<file path="config.mk">
export PLATFORM = sky130hd
export DESIGN_NAME = interrupt_vector_status_unit
export DESIGN_NICKNAME = d
export VERILOG_FILES = /design/src/rtl/intc_pkg.sv /design/src/rtl/interrupt_vector_status_unit.sv
export SDC_FILE = /design/constraint.sdc
export NUM_CORES = 1
export LEC_CHECK = 0
export ABC_CLOCK_PERIOD_IN_PS = 24300
export BUFFER_PORTS_ARGS = -buffer_cell sky130_fd_sc_hd__buf_4
export CAP_MARGIN = 25
export CORE_MARGIN = 2
export CORE_UTILIZATION = 63
export CTS_CLUSTER_SIZE = 8
export DETAILED_ROUTE_END_ITERATION = 12
export PLACE_DENSITY = 0.85
export SYNTH_ARGS = -nofsm -noshare
export SYNTH_HDL_FRONTEND = slang
export SYNTH_SLANG_ARGS = --single-unit
</file>
<file path="constraint.sdc">
create_clock -name clk -period 24.3 [get_ports clk]
set_clock_uncertainty 0.2 [all_clocks]
set_input_delay 1.215 -clock clk [delete_from_list [all_inputs] [get_ports clk]]
set_output_delay 1.215 -clock clk [all_outputs]
set_load 0.005 [all_outputs]
</file>
<file path="src/rtl/intc_pkg.sv">
/*
 * constants, register map and carrier types of the interrupt vector status unit.
 * assumes a single clock domain shared with the core and the peripherals.
 */
`default_nettype none
package intc_pkg;
    // ----------------------------------------------------------------
    // sizes
    // ----------------------------------------------------------------
    localparam int NUM_SRC      = 8;
    localparam int NUM_TRAP     = 4;
    localparam int NUM_CAND     = NUM_SRC + NUM_TRAP;
    localparam int STACK_DEPTH  = 8;
    localparam int DATA_W       = 32;
    localparam int ADDR_W       = 8;

    // ----------------------------------------------------------------
    // register offsets
    // ----------------------------------------------------------------
    localparam logic [7:0] OFF_VECTOR_STATUS = 8'h00;
    localparam logic [7:0] OFF_CONTROL_ONE   = 8'h01;
    localparam logic [7:0] OFF_FLAGS         = 8'h02;
    localparam logic [7:0] OFF_ENABLES       = 8'h03;
    localparam logic [7:0] OFF_PRIORITIES    = 8'h04;
    localparam logic [7:0] OFF_STATUS_LOW    = 8'h05;
    localparam logic [7:0] OFF_TIMED_DISABLE = 8'h06;
    localparam logic [7:0] OFF_EVENT_STATUS  = 8'h07;
    localparam logic [7:0] OFF_EVENT_MASK    = 8'h08;

    // ----------------------------------------------------------------
    // field positions
    // ----------------------------------------------------------------
    localparam int BIT_REQ_UNACK   = 15;
    localparam int BIT_RESERVED    = 14;
    localparam int BIT_VECTOR_HOLD_SELECT       = 13;
    localparam int LSB_ILR         = 8;
    localparam int BIT_NEST_DIS    = 15;
    localparam int LSB_IPL_IN_SLB  = 5;
    localparam int PRIO_W          = 3;
    localparam int TIMED_DISABLE_INSTR_W          = 14;
    localparam int EVT_ACK         = 0;
    localparam int EVT_TRAP        = 1;
    localparam int EVT_RETURN      = 2;
    localparam int EVT_W           = 3;

    // ----------------------------------------------------------------
    // reset values and levels
    // ----------------------------------------------------------------
    localparam logic [2:0] PRIO_RESET     = 3'h4;
    localparam logic [3:0] LEVEL_USER_MAX = 4'h7;
    localparam logic [3:0] LEVEL_TRAP_MIN = 4'h8;
    localparam logic [3:0] LEVEL_TIMED_DISABLE_INSTR_MAX = 4'h6;
    localparam logic [6:0] CODE_USER_BASE = 7'h04;

    // ----------------------------------------------------------------
    // carrier types
    // ----------------------------------------------------------------
    typedef struct packed {
        logic              wr;
        logic              rd;
        logic [ADDR_W-1:0] addr;
        logic [DATA_W-1:0] wdata;
    } bus_req_type;

    typedef struct packed {
        logic       valid;
        logic [3:0] level;
        logic [6:0] code;
    } core_req_type;

    typedef struct packed {
        logic       ipl3;
        logic [7:0] slb;
    } frame_type;
endpackage
`default_nettype wire

</file>
<file path="src/rtl/interrupt_vector_status_unit.sv">
/*
 * interrupt priority arbiter and vector status reporting for one core.
 * assumes source and trap events, ack and return strobes come from logic on clk;
 * the register port is a plain strobe bus with read data one cycle later.
 */
// The address map and the address-and-strobe port were chosen for this implementation.
// Notes on behaviour
// - status bit 15 reads one while an enabled source of nonzero priority not held off by the timed disable, or a trap request, is pending, acknowledged or not.
// - with vector hold set the vector field shows the best pending request.
// - with vector hold clear the vector field shows the last acknowledged request.
// - a read-only four-bit field shows the cpu priority level, all ones meaning fifteen.
// - the vector field holds the vector number minus eight.
// - unimplemented bits read zero and the reserved bit is held at zero.
// - with nesting disabled no user request nests inside one being serviced.
// - every user source priority resets to level four.
// - a source requests only while its enable bit is set.
// - a source flag stays set until software clears it, so service repeats.
// - a return from interrupt in a cycle without an acknowledge restores the saved status low byte and priority level for up to eight nested levels.
// - a trap flag stays set until software clears it, so the trap repeats.
// - cpu priority seven written into the status low byte blocks all user requests.
// - the status low byte alone masks levels up to seven; trap levels eight to eleven are masked only while ipl3 is set by a trap in service.
// - the timed disable masks levels one to six for a count and leaves seven alone.
`default_nettype none
module interrupt_vector_status_unit (
    input  wire logic                          clk,
    input  wire logic                          rst_n,
    input  wire intc_pkg::bus_req_type         bus_req,
    output logic [intc_pkg::DATA_W-1:0]        bus_rdata,
    input  wire logic [intc_pkg::NUM_SRC-1:0]  src_event,
    input  wire logic [intc_pkg::NUM_TRAP-1:0] trap_event,
    output intc_pkg::core_req_type             core_req,
    input  wire logic                          core_ack,
    input  wire logic                          core_return,
    output logic                               irq
);
    // ----------------------------------------------------------------
    // state
    // ----------------------------------------------------------------
    logic [intc_pkg::NUM_SRC-1:0]          flag_reg;
    logic [intc_pkg::NUM_SRC-1:0]          enable_reg;
    logic [intc_pkg::NUM_SRC*3-1:0]        prio_reg;
    logic [intc_pkg::NUM_TRAP-1:0]         trap_reg;
    logic                                  nest_dis_reg;
    logic                                  vector_hold_select_reg;
    logic [7:0]                            slb_reg;
    logic                                  ipl3_reg;
    logic [intc_pkg::TIMED_DISABLE_INSTR_W-1:0]           timed_disable_instr_reg;
    logic [6:0]                            last_code_reg;
    intc_pkg::frame_type                   stack_reg [intc_pkg::STACK_DEPTH];
    logic [3:0]                            depth_reg;
    logic [intc_pkg::EVT_W-1:0]            evt_reg;
    logic [intc_pkg::EVT_W-1:0]            mask_reg;
    intc_pkg::core_req_type                core_req_reg;
    logic [intc_pkg::DATA_W-1:0]           rdata_reg;
    logic                                  irq_reg;

    logic [3:0]                            ipl;
    logic                                  wr_hit_flags;
    logic                                  wr_hit_ctl;
    logic                                  rd_evt;
    logic                                  ack_taken;
    logic                                  ret_taken;
    logic [3:0]                            cand_level [intc_pkg::NUM_CAND];
    logic [intc_pkg::NUM_CAND-1:0]         cand_valid;
    logic                                  best_valid;
    logic [3:0]                            best_level;
    logic [6:0]                            best_code;
    logic                                  forward;
    logic [intc_pkg::EVT_W-1:0]            evt_set;
    logic [intc_pkg::DATA_W-1:0]           rdata_next;

    assign ipl          = {ipl3_reg, slb_reg[intc_pkg::LSB_IPL_IN_SLB +: 3]};
    assign wr_hit_flags = bus_req.wr && bus_req.addr == intc_pkg::OFF_FLAGS;
    assign wr_hit_ctl   = bus_req.wr && bus_req.addr == intc_pkg::OFF_CONTROL_ONE;
    assign rd_evt       = bus_req.rd && bus_req.addr == intc_pkg::OFF_EVENT_STATUS;
    assign ack_taken    = core_ack && core_req_reg.valid;
    assign ret_taken    = core_return && depth_reg != 4'h0 && !ack_taken;

    // ----------------------------------------------------------------
    // candidates: traps first, then user sources
    // ----------------------------------------------------------------
    genvar g;
    generate
        for (g = 0; g < intc_pkg::NUM_CAND; g++) begin : g_cand
            if (g < intc_pkg::NUM_TRAP) begin : g_trap
                assign cand_level[g] = intc_pkg::LEVEL_TRAP_MIN + 4'(g);
                assign cand_valid[g] = trap_reg[g];
            end else begin : g_user
                localparam int S = g - intc_pkg::NUM_TRAP;
                logic [2:0] p;
                logic       timed_disable_instr_block;
                assign p            = prio_reg[S*3 +: 3];
                assign cand_level[g] = {1'b0, p};
                assign timed_disable_instr_block   = timed_disable_instr_reg != '0
                                      && {1'b0, p} <= intc_pkg::LEVEL_TIMED_DISABLE_INSTR_MAX;
                assign cand_valid[g] = flag_reg[S] && enable_reg[S]
                                       && p != 3'h0 && !timed_disable_instr_block;
            end
        end
    endgenerate

    // highest level wins, lowest code on a tie
    always_comb begin
        best_valid = 1'b0;
        best_level = 4'h0;
        best_code  = 7'h00;
        for (int i = intc_pkg::NUM_CAND - 1; i >= 0; i--) begin
            if (cand_valid[i] && (!best_valid || cand_level[i] >= best_level)) begin
                best_valid = 1'b1;
                best_level = cand_level[i];
                best_code  = 7'(i);
            end
        end
    end

    always_comb begin
        forward = best_valid && best_level > ipl;
        if (nest_dis_reg && depth_reg != 4'h0 && best_level <= intc_pkg::LEVEL_USER_MAX) begin
            forward = 1'b0;
        end
    end

    // ----------------------------------------------------------------
    // request to the core
    // ----------------------------------------------------------------
    always_ff @(posedge clk or negedge rst_n) begin
        if (!rst_n) begin
            core_req_reg <= '0;
        end else begin
            core_req_reg.valid <= forward && !ack_taken && !core_return;
            core_req_reg.level <= best_level;
            core_req_reg.code  <= best_code;
        end
    end

    // ----------------------------------------------------------------
    // source flags, enables, priorities
    // ----------------------------------------------------------------
    always_ff @(posedge clk or negedge rst_n) begin
        if (!rst_n) begin
            flag_reg <= '0;
        end else if (wr_hit_flags) begin
            flag_reg <= bus_req.wdata[intc_pkg::NUM_SRC-1:0] | src_event;
        end else begin
            flag_reg <= flag_reg | src_event;
        end
    end

    always_ff @(posedge clk or negedge rst_n) begin
        if (!rst_n) begin
            enable_reg <= '0;
        end else if (bus_req.wr && bus_req.addr == intc_pkg::OFF_ENABLES) begin
            enable_reg <= bus_req.wdata[intc_pkg::NUM_SRC-1:0];
        end
    end

    always_ff @(posedge clk or negedge rst_n) begin
        if (!rst_n) begin
            prio_reg <= {intc_pkg::NUM_SRC{intc_pkg::PRIO_RESET}};
        end else if (bus_req.wr && bus_req.addr == intc_pkg::OFF_PRIORITIES) begin
            prio_reg <= bus_req.wdata[intc_pkg::NUM_SRC*3-1:0];
        end
    end

    // ----------------------------------------------------------------
    // control one: nesting disable and trap flags; vector status: vector hold select
    // ----------------------------------------------------------------
    always_ff @(posedge clk or negedge rst_n) begin
        if (!rst_n) begin
            nest_dis_reg <= 1'b0;
            trap_reg     <= '0;
        end else if (wr_hit_ctl) begin
            nest_dis_reg <= bus_req.wdata[intc_pkg::BIT_NEST_DIS];
            trap_reg     <= bus_req.wdata[intc_pkg::NUM_TRAP-1:0] | trap_event;
        end else begin
            trap_reg     <= trap_reg | trap_event;
        end
    end

    always_ff @(posedge clk or negedge rst_n) begin
        if (!rst_n) begin
            vector_hold_select_reg <= 1'b0;
        end else if (bus_req.wr && bus_req.addr == intc_pkg::OFF_VECTOR_STATUS) begin
            vector_hold_select_reg <= bus_req.wdata[intc_pkg::BIT_VECTOR_HOLD_SELECT];
        end
    end

    // ----------------------------------------------------------------
    // cpu priority, nesting stack, return, timed disable and last acknowledged code
    // ----------------------------------------------------------------
    always_ff @(posedge clk or negedge rst_n) begin
        if (!rst_n) begin
            slb_reg   <= 8'h00;
            ipl3_reg  <= 1'b0;
            depth_reg <= 4'h0;
        end else if (ack_taken) begin
            depth_reg <= depth_reg + 4'h1;
            ipl3_reg  <= core_req_reg.level[3];
            slb_reg[intc_pkg::LSB_IPL_IN_SLB +: 3] <= core_req_reg.level[2:0];
        end else if (ret_taken) begin
            depth_reg <= depth_reg - 4'h1;
            ipl3_reg  <= stack_reg[3'(depth_reg - 4'h1)].ipl3;
            slb_reg   <= stack_reg[3'(depth_reg - 4'h1)].slb;
        end else if (bus_req.wr && bus_req.addr == intc_pkg::OFF_STATUS_LOW) begin
            slb_reg   <= bus_req.wdata[7:0];
        end
    end

    // stack entries need no reset: only those below the depth are read
    always_ff @(posedge clk) begin
        if (ack_taken) begin
            stack_reg[depth_reg[2:0]] <= '{ipl3: ipl3_reg, slb: slb_reg};
        end
    end

    always_ff @(posedge clk or negedge rst_n) begin
        if (!rst_n) begin
            timed_disable_instr_reg <= '0;
        end else if (bus_req.wr && bus_req.addr == intc_pkg::OFF_TIMED_DISABLE) begin
            timed_disable_instr_reg <= bus_req.wdata[intc_pkg::TIMED_DISABLE_INSTR_W-1:0];
        end else if (timed_disable_instr_reg != '0) begin
            timed_disable_instr_reg <= timed_disable_instr_reg - 1'b1;
        end
    end

    always_ff @(posedge clk or negedge rst_n) begin
        if (!rst_n) begin
            last_code_reg <= 7'h00;
        end else if (ack_taken) begin
            last_code_reg <= core_req_reg.code;
        end
    end

    // ----------------------------------------------------------------
    // event status, mask and interrupt line
    // ----------------------------------------------------------------
    assign evt_set = {ret_taken, |trap_event, ack_taken};

    always_ff @(posedge clk or negedge rst_n) begin
        if (!rst_n) begin
            evt_reg <= '0;
        end else if (rd_evt) begin
            evt_reg <= evt_set;
        end else begin
            evt_reg <= evt_reg | evt_set;
        end
    end

    always_ff @(posedge clk or negedge rst_n) begin
        if (!rst_n) begin
            mask_reg <= '0;
        end else if (bus_req.wr && bus_req.addr == intc_pkg::OFF_EVENT_MASK) begin
            mask_reg <= bus_req.wdata[intc_pkg::EVT_W-1:0];
        end
    end

    always_ff @(posedge clk or negedge rst_n) begin
        if (!rst_n) begin
            irq_reg <= 1'b0;
        end else begin
            irq_reg <= |(evt_reg & mask_reg);
        end
    end

    // ----------------------------------------------------------------
    // read data
    // ----------------------------------------------------------------
    always_comb begin
        rdata_next = '0;
        if (bus_req.rd) begin
            unique case (bus_req.addr)
                intc_pkg::OFF_VECTOR_STATUS: begin
                    rdata_next[intc_pkg::BIT_REQ_UNACK] = best_valid;
                    rdata_next[intc_pkg::BIT_VECTOR_HOLD_SELECT]     = vector_hold_select_reg;
                    rdata_next[intc_pkg::LSB_ILR +: 4]  = ipl;
                    rdata_next[6:0] = vector_hold_select_reg ? best_code : last_code_reg;
                end
                intc_pkg::OFF_CONTROL_ONE: begin
                    rdata_next[intc_pkg::BIT_NEST_DIS]   = nest_dis_reg;
                    rdata_next[intc_pkg::NUM_TRAP-1:0]   = trap_reg;
                end
                intc_pkg::OFF_FLAGS:         rdata_next[intc_pkg::NUM_SRC-1:0] = flag_reg;
                intc_pkg::OFF_ENABLES:       rdata_next[intc_pkg::NUM_SRC-1:0] = enable_reg;
                intc_pkg::OFF_PRIORITIES:    rdata_next[intc_pkg::NUM_SRC*3-1:0] = prio_reg;
                intc_pkg::OFF_STATUS_LOW:    rdata_next[7:0] = slb_reg;
                intc_pkg::OFF_TIMED_DISABLE: rdata_next[intc_pkg::TIMED_DISABLE_INSTR_W-1:0] = timed_disable_instr_reg;
                intc_pkg::OFF_EVENT_STATUS:  rdata_next[intc_pkg::EVT_W-1:0] = evt_reg;
                intc_pkg::OFF_EVENT_MASK:    rdata_next[intc_pkg::EVT_W-1:0] = mask_reg;
                default:                     rdata_next = '0;
            endcase
        end
    end

    always_ff @(posedge clk or negedge rst_n) begin
        if (!rst_n) begin
            rdata_reg <= '0;
        end else begin
            rdata_reg <= rdata_next;
        end
    end

    assign bus_rdata = rdata_reg;
    assign core_req  = core_req_reg;
    assign irq       = irq_reg;

    // ----------------------------------------------------------------
    // checks
    // ----------------------------------------------------------------
    a_fwd_above_ipl: assert property (
        @(posedge clk) disable iff (!rst_n)
        core_req_reg.valid |-> core_req_reg.level > $past(ipl))
        else $error("request forwarded at or below cpu priority");

    a_trap_never_masked: assert property (
        @(posedge clk) disable iff (!rst_n)
        (trap_reg != '0 && ipl < intc_pkg::LEVEL_TRAP_MIN && !ack_taken && !core_return)
        |=> core_req_reg.valid)
        else $error("pending trap not forwarded");

    a_ipl7_blocks_user: assert property (
        @(posedge clk) disable iff (!rst_n)
        core_req_reg.valid && core_req_reg.level <= intc_pkg::LEVEL_USER_MAX
        |-> $past(ipl) < intc_pkg::LEVEL_USER_MAX)
        else $error("user request passed cpu priority seven");

    a_timed_disable_instr_masks_low: assert property (
        @(posedge clk) disable iff (!rst_n)
        core_req_reg.valid && $past(timed_disable_instr_reg) != '0
        |-> core_req_reg.level > intc_pkg::LEVEL_TIMED_DISABLE_INSTR_MAX)
        else $error("timed disable let a low level through");

    a_nest_blocked: assert property (
        @(posedge clk) disable iff (!rst_n)
        $past(nest_dis_reg) && $past(depth_reg) != 4'h0 && core_req_reg.valid
        |-> core_req_reg.level >= intc_pkg::LEVEL_TRAP_MIN)
        else $error("user request nested while nesting disabled");

    a_flag_sticky: assert property (
        @(posedge clk) disable iff (!rst_n)
        flag_reg != '0 && !wr_hit_flags |=> (flag_reg & $past(flag_reg)) == $past(flag_reg))
        else $error("source flag dropped without a write");

    a_trap_sticky: assert property (
        @(posedge clk) disable iff (!rst_n)
        trap_reg != '0 && !wr_hit_ctl |=> (trap_reg & $past(trap_reg)) == $past(trap_reg))
        else $error("trap flag dropped without a write");

    // check helper: cpu priority held before the outermost acknowledge
    logic [3:0]                            outer_ipl_reg;

    always_ff @(posedge clk or negedge rst_n) begin
        if (!rst_n) begin
            outer_ipl_reg <= 4'h0;
        end else if (ack_taken && depth_reg == 4'h0) begin
            outer_ipl_reg <= ipl;
        end
    end

    a_return_restores: assert property (
        @(posedge clk) disable iff (!rst_n)
        ret_taken && depth_reg == 4'h1 |=> ipl == outer_ipl_reg)
        else $error("return did not restore cpu priority");

    a_enable_gates: assert property (
        @(posedge clk) disable iff (!rst_n)
        core_req_reg.valid && core_req_reg.code >= intc_pkg::CODE_USER_BASE
        |-> |($past(enable_reg) & (8'h01 << 3'(core_req_reg.code - intc_pkg::CODE_USER_BASE))))
        else $error("disabled source requested");

    a_vector_field: assert property (
        @(posedge clk) disable iff (!rst_n)
        bus_req.rd && bus_req.addr == intc_pkg::OFF_VECTOR_STATUS && vector_hold_select_reg
        |=> bus_rdata[6:0] == $past(best_code) && bus_rdata[intc_pkg::BIT_RESERVED] == 1'b0)
        else $error("vector field wrong with hold set");
endmodule
`default_nettype wire

</file>
After elaboration in Yosys (flattened, before gate mapping)
Memory sizes are Yosys's and may differ from the RTL's.
Cells that the tools add are included.
{"block": "classes", "add_sub_neg": 3, "magnitude_cmp": 21, "eq_ne": 8, "n_mux": 63, "bitwise_logic": 7, "n_reduce_logical": 110}
{"cell": "logical AND 1 bit", "n": 60}
{"cell": "2-to-1 mux 4 bit", "n": 15}
{"cell": "2-to-1 mux 7 bit", "n": 7}
{"cell": "equality test 8 x 3 -> 1 bit (second input constant)", "n": 4}
{"cell": "2-to-1 mux 8 bit", "n": 4}
{"cell": ">= comparator 3 x 4 -> 1 bit", "n": 7}
{"cell": "2-to-1 mux 14 bit", "n": 2}
{"cell": "one-hot mux 3 bit (9 select lines)", "n": 1}
{"cell": "nonzero test 3 bit", "n": 9}
{"cell": "<= comparator 3 bit (second input constant)", "n": 8}
{"cell": "2-to-1 mux 24 bit", "n": 1}
{"cell": "2-to-1 mux 3 bit", "n": 8}
{"cell": "logical NOT 1 bit", "n": 21}
{"cell": "2-to-1 mux 1 bit", "n": 18}
{"cell": "one-hot mux 3 bit (6 select lines)", "n": 1}
{"cell": "equality test 8 x 2 -> 1 bit (second input constant)", "n": 2}
{"cell": ">= comparator 4 bit (first input constant)", "n": 4}
{"cell": "bitwise OR 8 bit", "n": 2}
{"cell": "nonzero test 14 bit", "n": 1}
{"cell": "subtractor 14 x 1 -> 14 bit (second input constant)", "n": 1}
{"cell": "one-hot mux 4 bit (3 select lines)", "n": 1}
{"cell": "logical OR 1 bit", "n": 11}
{"cell": "equality test 8 x 1 -> 1 bit (second input constant)", "n": 1}
{"cell": "equality test 8 x 4 -> 1 bit (second input constant)", "n": 1}
{"cell": "other kinds (18)", "n": 22}
{"block": "totals", "regBits": 131, "mem_bits_rw": 72, "output_inout_bits": 45, "n_memories": 1}
{"name": "stack_reg", "words": 8, "word_bits": 9, "read_ports": 1, "rd_clocked_by_memory_dff": 0, "wr": 1, "line_no": "interrupt_vector_status_unit.sv:49", "text": "intc_pkg::frame_type stack_reg [intc_pkg::STACK_DEPTH];"}

Logic depth before layout (Yosys ltp)
{"block": "logic_depth", "word_depth": 54, "mapped_depth": 66, "ltp_nobuf": 65}

Worst setup path before layout
No wires, ideal clock.
{"block": "synth_timing", "kind": "flip-flop to flip-flop", "start": "reg timed_disable_instr_reg[6] (netlist bit)", "end": "reg core_req_reg (netlist bit core_req[11])", "setup_time_ps": 121, "arrival_ps": 11561, "setup_slack_ps": 12419, "path_stages_with_launch": 66, "path_buffers": 3, "synth_period_minus_slack_ps": 11881, "path_cell_list": "dfrtp_1 > buf_6 > or4_4 > buf_6 > nor4_4 > o21a_1 > and2_1 > ha_1 > nand2b_1 > a21o_1 > a21oi_1 > a211oi_2 > a22oi_1 > inv_1 > ha_1 > nand2b_1 > a21o_1 > a21oi_1 > (+30 left out) > clkbuf_1 > o311a_1 > nor2_1 > ha_1 > nand2b_1 > a21o_1 > a21oi_1 > nor2_1 > a31o_2 > nor3_1 > o21ai_0 > o211ai_1 > ha_1 > nor2b_1 > o21ai_0 > nand2b_1 > a21oi_1 > nor3b_1"}
{"block": "synth_via", "elab_chain_len": 54}
{"item": "start, declared", "line_no": "interrupt_vector_status_unit.sv:47", "text": "logic [intc_pkg::TIMED_DISABLE_INSTR_W-1:0] timed_disable_instr_reg;"}
{"item": "start signal, assigned", "line_no": "interrupt_vector_status_unit.sv:220", "text": "timed_disable_instr_reg <= bus_req.wdata[intc_pkg::TIMED_DISABLE_INSTR_W-1:0];"}
{"item": "start signal, assigned", "line_no": "interrupt_vector_status_unit.sv:222", "text": "timed_disable_instr_reg <= timed_disable_instr_reg - 1'b1;"}
{"item": "nonzero test 14 bit (*)", "line_no": "interrupt_vector_status_unit.sv:94", "text": "assign timed_disable_instr_block = timed_disable_instr_reg != '0"}
{"item": "logical AND 1 bit", "line_no": "interrupt_vector_status_unit.sv:95", "text": "&& {1'b0, p} <= intc_pkg::LEVEL_TIMED_DISABLE_INSTR_MAX;"}
{"item": "logical NOT 1 bit", "line_no": "interrupt_vector_status_unit.sv:97", "text": "&& p != 3'h0 && !timed_disable_instr_block;"}
{"item": "logical AND 1 bit", "line_no": "interrupt_vector_status_unit.sv:97"}
{"item": "2-to-1 mux 3 bit / 2-to-1 mux 1 bit (equally long branches)", "line_no": "interrupt_vector_status_unit.sv:108", "text": "if (cand_valid[i] && (!best_valid || cand_level[i] >= best_level)) begin"}
{"item": ">= comparator 3 x 4 -> 1 bit / logical NOT 1 bit (equally long branches)", "line_no": "interrupt_vector_status_unit.sv:108"}
{"item": "logical OR 1 bit", "line_no": "interrupt_vector_status_unit.sv:108"}
{"item": "logical AND 1 bit", "line_no": "interrupt_vector_status_unit.sv:108"}
{"item": "(+38 left out)"}
{"item": "logical OR 1 bit", "line_no": "interrupt_vector_status_unit.sv:108"}
{"item": "logical AND 1 bit", "line_no": "interrupt_vector_status_unit.sv:108"}
{"item": "2-to-1 mux 4 bit (*)", "line_no": "interrupt_vector_status_unit.sv:108"}
{"item": "via best_level[1]", "line_no": "interrupt_vector_status_unit.sv:66", "text": "logic [3:0] best_level;"}
{"item": "greater-than comparator 4 bit / <= comparator 4 x 3 -> 1 bit (equally long branches)", "line_no": "interrupt_vector_status_unit.sv:117, interrupt_vector_status_unit.sv:118"}
{"item": "logical AND 1 bit (on tied branches)", "line_no": "interrupt_vector_status_unit.sv:117, interrupt_vector_status_unit.sv:118"}
{"item": "2-to-1 mux 1 bit (*)", "line_no": "interrupt_vector_status_unit.sv:118", "text": "if (nest_dis_reg && depth_reg != 4'h0 && best_level <= intc_pkg::LEVEL_USER_MAX) begin"}
{"item": "logical AND 1 bit (*) (2 in series)", "line_no": "interrupt_vector_status_unit.sv:130", "text": "core_req_reg.valid <= forward && !ack_taken && !core_return;"}
{"item": "end, declared", "line_no": "interrupt_vector_status_unit.sv:53", "text": "intc_pkg::core_req_type core_req_reg;"}
Mark *: on every way through the listed nets, which the timed path passes. The rest lies on a longest branch.
A chain may end at the register's enable or synchronous reset.

Worst setup path after layout
{"block": "layout_timing", "start": "reg timed_disable_instr_reg[0] (netlist bit)", "end": "reg core_req_reg (netlist bit core_req[11])"}
The elaborated chain is that of the path after synthesis.

==> flow_summary.toml <==
[outcome]
status = "finished clean"

[setup_path]
worstSetupPathType = "register to register"
critPathSlowestCell = "or4b_1"
cp-start-kind = "register"
path_buf_inv = 4
cp-end-kind = "register"
worstPathMaxFanout = 18
cpPeakStageDelay_ns = 0.58
crit_family = "compound AO/OA/AOI/OAI gates"
crit_required_ns = 24.43
critical_path_arrival_ns = 13.86

[placement]
gp_congestion = 0.988
port_buffers = 83
hpwl_mm = 18.3
post-place-ws_ns = 10.78

[run]
cap_violations = 0

[cells_and_area]
insertedDiodeCount = 0
largest_reg_flops = 72
drive_above_1_share_pct = 23.2
finalCoreUtilization_pct = 74.1
nets = 981
area_growth_pct = 14.0

[drt]
routed_wl_mm = 25.0
num_vias = 7210
wire_per_inst_um = 22.9
ant_nets = 0
drt_drc_violations_left = 0
drtIter0Drc = 792
dr.pass1.iters = 10
via_per_inst = 6.61

[yosys]
synth.avg_cell_area_um2 = 11.6
yosysUniqueCellTypes = 70
synthFlopType = "dfrtp_1"
yosysSeqAreaShare_pct = 53.6
syn-cell-area_um2 = 9520
synth_edf_count = 72
ys_ff_latch = 189
synth_async_sr_flop_share_pct = 61.9
synth-warning-count = 0
syn_inst = 818

[timing]
worst_slack_ns = 10.57
timing.hold.ws_ns = 0.280
setup_violations = 0
tightest_slew_ns = 1.07
timing.final.crit_share_pct = 56.5
fmax_mhz = 72.8
report.final.slew_viol_count = 0
finalSetupTns_ns = 0
rsz0062_at_grt = "false"
maxSlewHeadroom_pct = 28.0
hold_viol = 0
finalWorstPathRequiredPeriod_ns = 13.73

[global_routing]
grt_usage_pct = 32.3
grt_start_max_net_pins = 73
overflow = 0
grt_pass1_vias = 7223
antenna_found_initial = 0
grt_pass1_wl_mm = 39.3

[power]
vdd_ir_drop_max_mv = 0.0466
p_total_mw = 0.925
powerDensity_nw_per_um2 = 85.3
leakage_nw = 4.44

[clock_network]
cts.repair.resized = 0
cts_tree = "done"
h-tree-depth = 4
clockBufferDepth = 2
path_clk_slew_ns = 0.06
cts_sinks = 189
holdBufCountCts = 0
root_buffer = "clkbuf_16"
numCtsBuffers = 17
insertion_delay_ns = 0.43
cts_setup_buffers = 0

[floorplan]
start_util_pct = 65.0
die-width_um = 127
rows = 44
design.portCount = 103
die_y_um = 127
die-area_um2 = 16100
core_um2 = 14600

[hold_path]
holdCritPathClass = "register to register"
-- cells by family (layout without fill, tap and decap cells) --
| logic type | after synthesis | count (layout) | synth area share, % |
|---|---|---|---|
| and+or+nand+nor | 253 | 253 | 13.1 |
| DFF | 189 | 189 | 53.6 |
| AOI/OAI and AO/OA | 187 | 187 | 14.1 |
| buffers and inverters | 73 | 152 | 3.55 |
| muxes | 71 | 71 | 10.5 |
| adders and majority gates | 29 | 29 | 3.81 |
| xor gates and xnor gates | 15 | 15 | 1.38 |
| other | 1 | 11 | 0.0394 |
-- per-layer routing --
layer / vias to the layer above / track usage [%] / part of all wire (%)
met4: 0 / 14.5 / 4.0
met5: - / 0 / 0
met2: 375 / 55.2 / 51
li1: 3205 / - / -
met1: 3548 / 40.4 / 38
met3: 82 / 6.33 / 6.9
-- report_power, final --
part / leakage [nW] / internal, mW / switching, mW / total, mW
clock: 0.271 / 0.155 / 0.117 / 0.272
combinational: 2.11 / 0.103 / 0.120 / 0.223
sequential: 2.06 / 0.382 / 0.0493 / 0.431
-- worst min-delay path, cell delays in order, from the launching register on --
cell and delay (ns):
dfrtp_1 0.35, nand2_1 0.05, nand2_1 0.05
-- per-stage QoR --
| stage | instances | area [um2] |
|---|---|---|
| after floorplan | 828 | 9560 |
| after global placement | 1055 | 10200 |
| after detailed placement | 1057 | 10300 |
| after CTS | 1089 | 10800 |
| after global routing | 1091 | 10900 |
| final | 1091 | 10900 |
-- final timing paths --
path	cells past startpoint	startpoint	slack (ns)	endpoint
worst max-delay path	64	timed_disable_instr_reg[0]$_DFFE_PN0P_	10.57	core_req[11]$_DFF_PN0_
worst min-delay path	2	core_req[1]$_DFF_PN0_	0.28	last_code_reg[1]$_DFFE_PN0P_
worst max register to register	64	timed_disable_instr_reg[0]$_DFFE_PN0P_	10.57	core_req[11]$_DFF_PN0_
worst min register to register	2	core_req[1]$_DFF_PN0_	0.28	last_code_reg[1]$_DFFE_PN0P_
max in group asynchronous	2	rst_n	21.99	bus_rdata[9]$_DFF_PN0_
min in group asynchronous	1	rst_n	0.57	prio_reg[16]$_DFFE_PN0P_
-- cells in the final DEF (no fill, tap or decap), drive strengths merged, types with 6 or more instances in the layout --
master,synthesis,routed
xor2,6,6
a211o,13,13
conb,1,11
edfxtp,72,72
clkbuf,31,24
or2,6,6
mux4,18,18
a222oi,8,8
a21o,13,13
o31ai,10,10
mux2,48,48
inv,24,25
buf,17,94
and2,9,9
a21oi,45,45
nand2b,13,13
nand2,80,80
a31oi,8,8
a211oi,10,10
nor2,59,59
ha,29,29
nor4,7,7
a22oi,21,21
and3,27,27
dfrtp,109,109
o21ai,20,20
nor3,16,16
o211ai,7,7
nand3,17,17
dfstp,8,8
xnor2,9,9
-- cells in the mapped netlist, types with 6 or more instances --
| library cell | n | share of area (%) |
|---|---|---|
| a21o_1 | 13 | 1.0 |
| xor2_1 | 6 | 0.55 |
| and2_1 | 9 | 0.59 |
| o31ai_1 | 10 | 0.79 |
| nor2_1 | 58 | 2.3 |
| and3_1 | 27 | 1.8 |
| mux2_2 | 48 | 5.7 |
| nor4_1 | 6 | 0.39 |
| dfrtp_1 | 109 | 29 |
| mux4_2 | 18 | 4.3 |
| a22oi_1 | 21 | 1.7 |
| clkbuf_1 | 31 | 1.2 |
| o211ai_1 | 7 | 0.55 |
| edfxtp_1 | 72 | 23 |
| a211o_1 | 13 | 1.2 |
| inv_1 | 24 | 0.95 |
| buf_4 | 11 | 0.87 |
| ha_1 | 29 | 3.8 |
| o21ai_0 | 19 | 1.0 |
| a21oi_1 | 44 | 2.3 |
| nand2_1 | 79 | 3.1 |
| dfstp_2 | 8 | 2.2 |
| nand2b_1 | 13 | 0.85 |
| xnor2_1 | 9 | 0.83 |
| nor3_1 | 16 | 0.84 |
| nand3_1 | 17 | 0.89 |
| a222oi_1 | 8 | 0.84 |
| a211oi_1 | 9 | 0.71 |
| a31oi_1 | 8 | 0.53 |
-- layout make-up --
class,count,area [um2]
flip-flops and latches,189,5100
multi-input cells,566,4130
fillers,976,3790
repair buffers,95,734
clock buffers,23,458
well taps,184,230
clock inverters,9,114
inverters,25,93.8
No activity file was read; power rests on OpenSTA's default activity.
